==> src/hw/rcbm_pkg.sv <==
// Package: constants and carriers for reset and clock boot-mode logic
package rcbm_pkg;
	localparam int RST_EXT_CYCLES = 512;
	localparam int CNT_W = 10;
	localparam logic [CNT_W-1:0] CNT_LAST = 10'h1FF;
	localparam int PAD_COUNT = 28;
	localparam logic [1:0] MODE_PLLOFF_OSC = 2'h0;
	localparam logic [1:0] MODE_PLLOFF_OSCILLATOR_OUTPUT_PIN = 2'h1;
	localparam logic [1:0] MODE_PLLON_OSC = 2'h2;
	localparam logic [1:0] MODE_PLLON_OSCILLATOR_OUTPUT_PIN = 2'h3;
	// Drive setting 0 = 2mA, slew setting 1 = fast
	localparam logic PAD_DRIVE_2MA = 1'b0;
	localparam logic PAD_SLEW_FAST = 1'b1;

	typedef enum logic [1:0] {
		RCBM_HOLD = 2'b00,
		RCBM_EXTEND = 2'b01,
		RCBM_RUN = 2'b11
	} rcbm_state_e;

	typedef enum logic [1:0] {
		RCBM_SRC_EXT_OSC = 2'h0,
		RCBM_SRC_ONCHIP = 2'h1,
		RCBM_SRC_CRYSTAL = 2'h2
	} rcbm_src_e;

	typedef struct packed {
		logic pll_enable;
		rcbm_src_e clock_source;
		logic osc_input_used;
		logic osc_output_drive;
		logic flash_prog_mode;
	} rcbm_boot_s;
endpackage : rcbm_pkg

==> src/hw/rcbm_top.sv <==
// Reset extension, clock boot-mode decode and pad defaults
// Functional notes
// External reset asserts core and peripheral reset at once, unclocked.
// Reset indication stays low 512 clocks after reset release.
// Straps 00: PLL off, external osc if osc pin 0, on-chip if 1.
// Straps 01: PLL off, crystal, osc pin ignored.
// Straps 10: PLL on, external osc if osc pin 0, on-chip if 1.
// Straps 11: PLL on, crystal, osc pin ignored.
// Osc output pin drives crystal except where sampled as a mode input.
// Osc input pin is used except when the on-chip oscillator is chosen.
// Boot pin high and test pin low at release enters flash programming.
// Board holds the test pin at ground in normal use.
// System clock output copies the internal clock.
// Pads default to 2mA drive and fast slew out of reset.
// A pad in general-purpose mode has its pull-up enabled.
// Straps are sampled once at reset release and held until next reset.
// Reset indication is low throughout the external reset too.
`timescale 1ns/1ps
`default_nettype none
module rcbm_top (
	input wire logic clock,
	input wire logic sys_rst,
	input wire logic external_reset_input_n,
	input wire logic [1:0] clock_mode_straps,
	input wire logic oscillator_output_pin_in,
	input wire logic boot_configuration_pin,
	input wire logic factory_test_pin,
	input wire logic [rcbm_pkg::PAD_COUNT-1:0] pad_gpio_select,
	output logic oscillator_output_pin_oe,
	output logic core_reset,
	output logic reset_indication_output_n,
	output logic system_clock_output,
	output var rcbm_pkg::rcbm_boot_s boot_cfg_r,
	output logic [rcbm_pkg::PAD_COUNT-1:0] pad_drive_strength_control_r,
	output logic [rcbm_pkg::PAD_COUNT-1:0] pad_slew_rate_control_r,
	output logic [rcbm_pkg::PAD_COUNT-1:0] pad_pullup_enable_r
);
	logic any_rst;
	logic [4:0] pins_sync;
	logic [1:0] straps_s;
	logic osc_s;
	logic boot_s;
	logic test_s;
	rcbm_pkg::rcbm_state_e state_r;
	rcbm_pkg::rcbm_state_e state_nxt;
	logic [rcbm_pkg::CNT_W-1:0] cnt_r;
	logic [rcbm_pkg::CNT_W-1:0] cnt_nxt;
	rcbm_pkg::rcbm_boot_s boot_nxt;
	logic reset_indication_output_nxt;
	logic core_rst_nxt;
	logic [rcbm_pkg::PAD_COUNT-1:0] pull_nxt;

	// Pin reset acts without the clock
	assign any_rst = sys_rst | ~external_reset_input_n;

	rcbm_sync #(
		.W(5)
	) u_sync (
		.clock(clock),
		.sys_rst(sys_rst),
		.din({clock_mode_straps, oscillator_output_pin_in,
			boot_configuration_pin, factory_test_pin}),
		.dout(pins_sync)
	);
	assign straps_s = pins_sync[4:3];
	assign osc_s = pins_sync[2];
	assign boot_s = pins_sync[1];
	assign test_s = pins_sync[0];

	function automatic rcbm_pkg::rcbm_boot_s decode_mode(
		input logic [1:0] straps,
		input logic osc,
		input logic boot,
		input logic test
	);
		rcbm_pkg::rcbm_boot_s d;
		d.pll_enable = straps[1];
		unique case (straps)
			rcbm_pkg::MODE_PLLOFF_OSC, rcbm_pkg::MODE_PLLON_OSC: begin
				d.clock_source = osc ? rcbm_pkg::RCBM_SRC_ONCHIP :
					rcbm_pkg::RCBM_SRC_EXT_OSC;
				d.osc_output_drive = 1'b0;
			end
			rcbm_pkg::MODE_PLLOFF_OSCILLATOR_OUTPUT_PIN, rcbm_pkg::MODE_PLLON_OSCILLATOR_OUTPUT_PIN: begin
				d.clock_source = rcbm_pkg::RCBM_SRC_CRYSTAL;
				d.osc_output_drive = 1'b1;
			end
		endcase
		d.osc_input_used =
			(d.clock_source != rcbm_pkg::RCBM_SRC_ONCHIP);
		d.flash_prog_mode = boot & ~test;
		return d;
	endfunction : decode_mode

	always_comb begin
		state_nxt = state_r;
		cnt_nxt = cnt_r;
		boot_nxt = boot_cfg_r;
		reset_indication_output_nxt = 1'b0;
		core_rst_nxt = 1'b0;
		unique case (state_r)
			rcbm_pkg::RCBM_HOLD: begin
				// First clock after release: latch straps once
				boot_nxt = decode_mode(straps_s, osc_s, boot_s, test_s);
				cnt_nxt = '0;
				state_nxt = rcbm_pkg::RCBM_EXTEND;
			end
			rcbm_pkg::RCBM_EXTEND: begin
				cnt_nxt = cnt_r + 1'b1;
				if (cnt_r == rcbm_pkg::CNT_LAST) begin
					state_nxt = rcbm_pkg::RCBM_RUN;
					reset_indication_output_nxt = 1'b1;
				end
			end
			rcbm_pkg::RCBM_RUN: begin
				reset_indication_output_nxt = 1'b1;
			end
			default: begin
				state_nxt = rcbm_pkg::RCBM_HOLD;
			end
		endcase
	end

	always_ff @(posedge clock or posedge any_rst) begin
		if (any_rst) begin
			state_r <= rcbm_pkg::RCBM_HOLD;
			cnt_r <= '0;
			reset_indication_output_n <= 1'b0;
			core_reset <= 1'b1;
			boot_cfg_r <= '0;
		end else begin
			state_r <= state_nxt;
			cnt_r <= cnt_nxt;
			reset_indication_output_n <= reset_indication_output_nxt;
			core_reset <= core_rst_nxt;
			boot_cfg_r <= boot_nxt;
		end
	end

	always_ff @(posedge clock or posedge any_rst) begin
		if (any_rst) begin
			oscillator_output_pin_oe <= 1'b0;
		end else begin
			oscillator_output_pin_oe <= boot_nxt.osc_output_drive;
		end
	end

	always_comb begin
		pull_nxt = pad_gpio_select;
	end

	// Drive and slew hold defaults; no register path alters them here
	always_ff @(posedge clock or posedge any_rst) begin
		if (any_rst) begin
			pad_drive_strength_control_r <= {rcbm_pkg::PAD_COUNT{
				rcbm_pkg::PAD_DRIVE_2MA}};
			pad_slew_rate_control_r <= {rcbm_pkg::PAD_COUNT{
				rcbm_pkg::PAD_SLEW_FAST}};
			pad_pullup_enable_r <= '0;
		end else begin
			pad_drive_strength_control_r <= pad_drive_strength_control_r;
			pad_slew_rate_control_r <= pad_slew_rate_control_r;
			pad_pullup_enable_r <= pull_nxt;
		end
	end

	// Only unregistered output: a flop cannot copy its own clock
	always_comb begin
		system_clock_output = clock;
	end
endmodule : rcbm_top
`default_nettype wire

==> src/hw/rcbm_sync.sv <==
// Two-flop synchroniser for a bus of pin levels
`timescale 1ns/1ps
`default_nettype none
module rcbm_sync #(
	parameter int W = 1
) (
	input wire logic clock,
	input wire logic sys_rst,
	input wire logic [W-1:0] din,
	output logic [W-1:0] dout
);
	logic [W-1:0] meta_r;
	logic [W-1:0] meta_nxt;
	logic [W-1:0] sync_nxt;

	always_comb begin
		meta_nxt = din;
		sync_nxt = meta_r;
	end

	always_ff @(posedge clock or posedge sys_rst) begin
		if (sys_rst) begin
			meta_r <= '0;
			dout <= '0;
		end else begin
			meta_r <= meta_nxt;
			dout <= sync_nxt;
		end
	end
endmodule : rcbm_sync
`default_nettype wire

==> config.mk <==
export PLATFORM = sky130hd
export DESIGN_NAME = rcbm_top
export DESIGN_NICKNAME = d
export VERILOG_FILES = /design/src/hw/rcbm_pkg.sv /design/src/hw/rcbm_top.sv /design/src/hw/rcbm_sync.sv
export SDC_FILE = /design/constraint.sdc
export NUM_CORES = 1
export LEC_CHECK = 0
export BUFFER_PORTS_ARGS = -buffer_cell sky130_fd_sc_hd__buf_2
export CAP_MARGIN = 0
export CELL_PAD_IN_SITES_DETAIL_PLACEMENT = 0
export CELL_PAD_IN_SITES_GLOBAL_PLACEMENT = 1
export CORE_ASPECT_RATIO = 0.8
export CORE_MARGIN = 2
export CORE_UTILIZATION = 33
export CTS_BUF_LIST = sky130_fd_sc_hd__clkbuf_4 sky130_fd_sc_hd__clkbuf_8
export CTS_CLUSTER_DIAMETER = 100
export DETAILED_ROUTE_END_ITERATION = 7
export PLACE_DENSITY_LB_ADDON = 0.1
export SLEW_MARGIN = 20
export SYNTH_ARGS = -nofsm -noshare
export SYNTH_HDL_FRONTEND = slang
export SYNTH_SLANG_ARGS = --single-unit
==> constraint.sdc <==
create_clock -name clock -period 4.45 [get_ports clock]
set_clock_uncertainty 0.2 [all_clocks]
set_input_delay 0.6675 -clock clock [delete_from_list [all_inputs] [get_ports clock]]
set_output_delay 0.6675 -clock clock [all_outputs]
set_load 0.01 [all_outputs]
==> results by group <==
Synthesis
  • Yosys warns: 0
  • Synth Flop Type: dfrtp_1
  • Async SR Flop Fraction: 100.0%
  • Synthesized area: 2273 um2
  • Adder-cell share of the synthesized area: 0.5504%
  • Complex-gate fraction of the synthesized area: 4.678%
  • Main combinational cell family by area after synthesis: buffers and inverters
  • Synth Register Bits: 57
  • Cells after synthesis: 183
  • Avg Inst Size Synth: 12.42 um2
  • Post-synth cell types: 30
  • Xor/xnor cell area share of the yosys netlist: 0.3853%
  • Simple-gate area share of the yosys netlist: 9.686%
  • Mux cell area share after synthesis: 0.9356%
  • Sequential area share after synthesis: 62.80%
  • Post-synth EDFFs: 0

Clocking
  • Clk Latency, worst-skew pair: 0.44 ns
  • Post_cts resized: 0
  • CTS tree: done
  • Clock-pin slew on the worst setup and hold paths: 0.07 ns

Power
  • Switching part of the total: 23.47%
  • LEAKAGE: 1.493 nW
  • VDD IR-drop max: 0.2269 mV
  • Power per cell area: 441.5 nW/um2
  • Flop pwr share: 43.9%
  • Internal cell power: 0.9406 mW
  • Switching Power: 0.2885 mW
  • Clock share of power: 50.5%
  • Logic pwr share: 5.6%

Setup path
  • CP most frequent cell: clkbuf_8
  • Worst Setup Start Kind: clock port
  • Slowest Stage Delay on Critical Path: 0.13 ns
  • Worst path cell trace: clkbuf_8 > clkbuf_8 > buf_2
  • Setup CP Type: clock port to primary output
  • Worst EP arrival: 2.57 ns
  • Required @ worst endpoint: 3.58 ns
  • Crit. End Element: primary output
  • Max stage delay cell, worst path: buf_2
  • Max Fanout on Critical Path: 2

Die
  • Rows: 27
  • Total Die Area: 7574 um2
  • Die Width: 96.80 um
  • Initial Util: 33.48%
  • Die Ht: 78.24 um
  • CORE AREA: 6790 um2
  • Top Ports: 130

Drt
  • Total iterations of the first detailed-routing run: 4
  • Vias per inst: 3.652
  • WL final: 3.716 mm
  • DR vias: 1300
  • Final ANT Viol Nets: 0
  • DRC: 0
  • Drt initial violations: 53
  • DR WL/cell: 10.44 um

Placement
  • IO buf count: 73
  • DP HPWL: 2.622 mm
  • DP Area: 2507 um2
  • GP Congestion: 0.6452

GRT
  • First-pass GRT wire length: 6.051 mm
  • Vias in the first global route: 1268
  • Remaining global-route overflow: 0
  • Gr usage total: 10.77%
  • Initial antenna violation count: 0
  • Largest net degree at the start of global routing: 36

Finish
  • Area grow syn2layout: 22.45%
  • Final core occ: 41.00%
  • Number of diodes: 0
  • Post-route cell area: 2784 um2
  • Total area of sequential cells: 1428 um2
  • Fraction of layout cells with a size suffix above 1: 37.55%
  • Multi-input logic area: 590.6 um2
  • Fillers: 677
  • Final nets: 301

STA
  • Endpoints failing setup: 0
  • Final Max Slew Viols: 0
  • Final Hold Viols: 0
  • Setup_tns: 0 ns
  • Worst-margin pin slew: 0.9590 ns
  • Max-slew headroom: 35.93%
  • RSZ-0062 raised after global routing: no

Hold path
  • HP Class: input port to register

Outcome
  • Outcome: complete, no violations

Run
  • Max-cap violations: 0
==> flip-flops by register name, summed over array words and instances, names as in the netlist <==
register	flops
reset_indication_output_n	1
state_r	2
u_sync.meta_r	5
cnt_r	10
core_reset	1
pad_pullup_enable_r	28
u_sync.dout	5
boot_cfg_r	5
==> routing by layer <==
layer	part of all wire (%)	up-vias	GRT usage (%)
li1	-	634	-
met5	0	-	0
met4	2.5	0	8.310
met2	46	68	14.72
met3	10	9	6.233
met1	42	589	12.31
==> worst paths after layout <==
kind                                     startpoint                     end  slack (ns)  cells after the start
hold reg to reg                    u_sync.meta_r[2]          u_sync.dout[2]        0.15                      0
setup / recovery                              clock     system_clock_output        1.01                      3
min in group asynchronous    external_reset_input_n  pad_pullup_enable_r[6]        0.30                      2
max in group asynchronous                   sys_rst              core_reset        2.38                      4
hold / removal             oscillator_output_pin_in        u_sync.meta_r[2]        0.13                      1
setup reg to reg                         state_r[1]           boot_cfg_r[2]        2.63                      3
==> power by group through the flow <==
| stage | registers [mW] | logic (mW) | clock network, mW |
|---|---|---|---|
| detailed placement | 0.550 | 0.0697 | 0.0136 |
| global route | 0.542 | 0.0776 | 0.672 |
| global placement | 0.549 | 0.0694 | 0.0136 |
| finish | 0.540 | 0.0690 | 0.620 |
| floorplan | 0.558 | 0.0652 | 0.0185 |
| CTS | 0.540 | 0.0702 | 0.643 |
==> layout make-up <==
| cell class | count | share of cell area (%) |
|---|---|---|
| flip-flops and latches | 57 | 51.28 |
| well taps | 87 | 3.910 |
| clock buffers | 13 | 6.112 |
| repair buffers | 74 | 13.57 |
| inverters | 2 | 0.2697 |
| clock inverters | 7 | 3.640 |
| multi-input cells | 116 | 21.21 |
==> layout by cell type (no fill, tap or decap), types with 3 or more instances in the layout <==
| cell type | Yosys | final |
|---|---|---|
| a21oi_1 | 5 | 5 |
| buf_2 | 0 | 73 |
| clkbuf_8 | 0 | 12 |
| conb_1 | 2 | 57 |
| dfrtp_1 | 56 | 56 |
| nand2_1 | 17 | 17 |
| nand2b_1 | 3 | 3 |
| nand3b_1 | 3 | 3 |
| nor2_1 | 3 | 3 |
| o21a_1 | 3 | 3 |
| o21ai_0 | 5 | 5 |
==> cell families after synthesis <==
logic type | after synthesis
flops | 57
xor+xnor | 1
mux | 2
simple gates | 38
fa+ha+maj | 1
other cells | 2
buf+inv | 65
compound gates | 17
==> critical path, delay by kind of cell <==
family	cells	cell delay, ns
buf+inv	3	0.36
==> through the flow <==
| stage | power (mW) | cells | worst slack (ns) | hold slack, ns |
|---|---|---|---|---|
| detailed placement | 0.6331 | 336 | 1.243 | 0.1347 |
| global placement | 0.6325 | 336 | 1.243 | 0.1331 |
| CTS | 1.254 | 356 | 1.002 | 0.09940 |
| global route | 1.291 | 356 | 0.9964 | 0.08917 |
| floorplan | 0.6415 | 238 | 0.7392 | 0.1312 |
| finish | 1.229 | 356 | 1.008 | 0.1285 |
==> timing repair <==
item	CTS	global route
setup endpoints to repair	0	0
hold buffers	1	0
buffers inserted	0	0
hold endpoints to repair	10	0
==> cell usage after synthesis, types with 2 or more instances <==
cell      number  share of area, %
a21oi_1        5               1.1
buf_4         60                20
clkbuf_1       3              0.50
conb_1         2              0.33
dfrtp_1       56                62
inv_1          2              0.33
nand2_1       17               2.8
nand2b_1       3              0.83
nand3b_1       3              0.99
nor2_1         3              0.50
o21a_1         3              0.99
o21ai_0        5               1.1
o31ai_1        2              0.66
or3_1          2              0.55
or4_1          2              0.66
(Power assumes the default switching activity.)
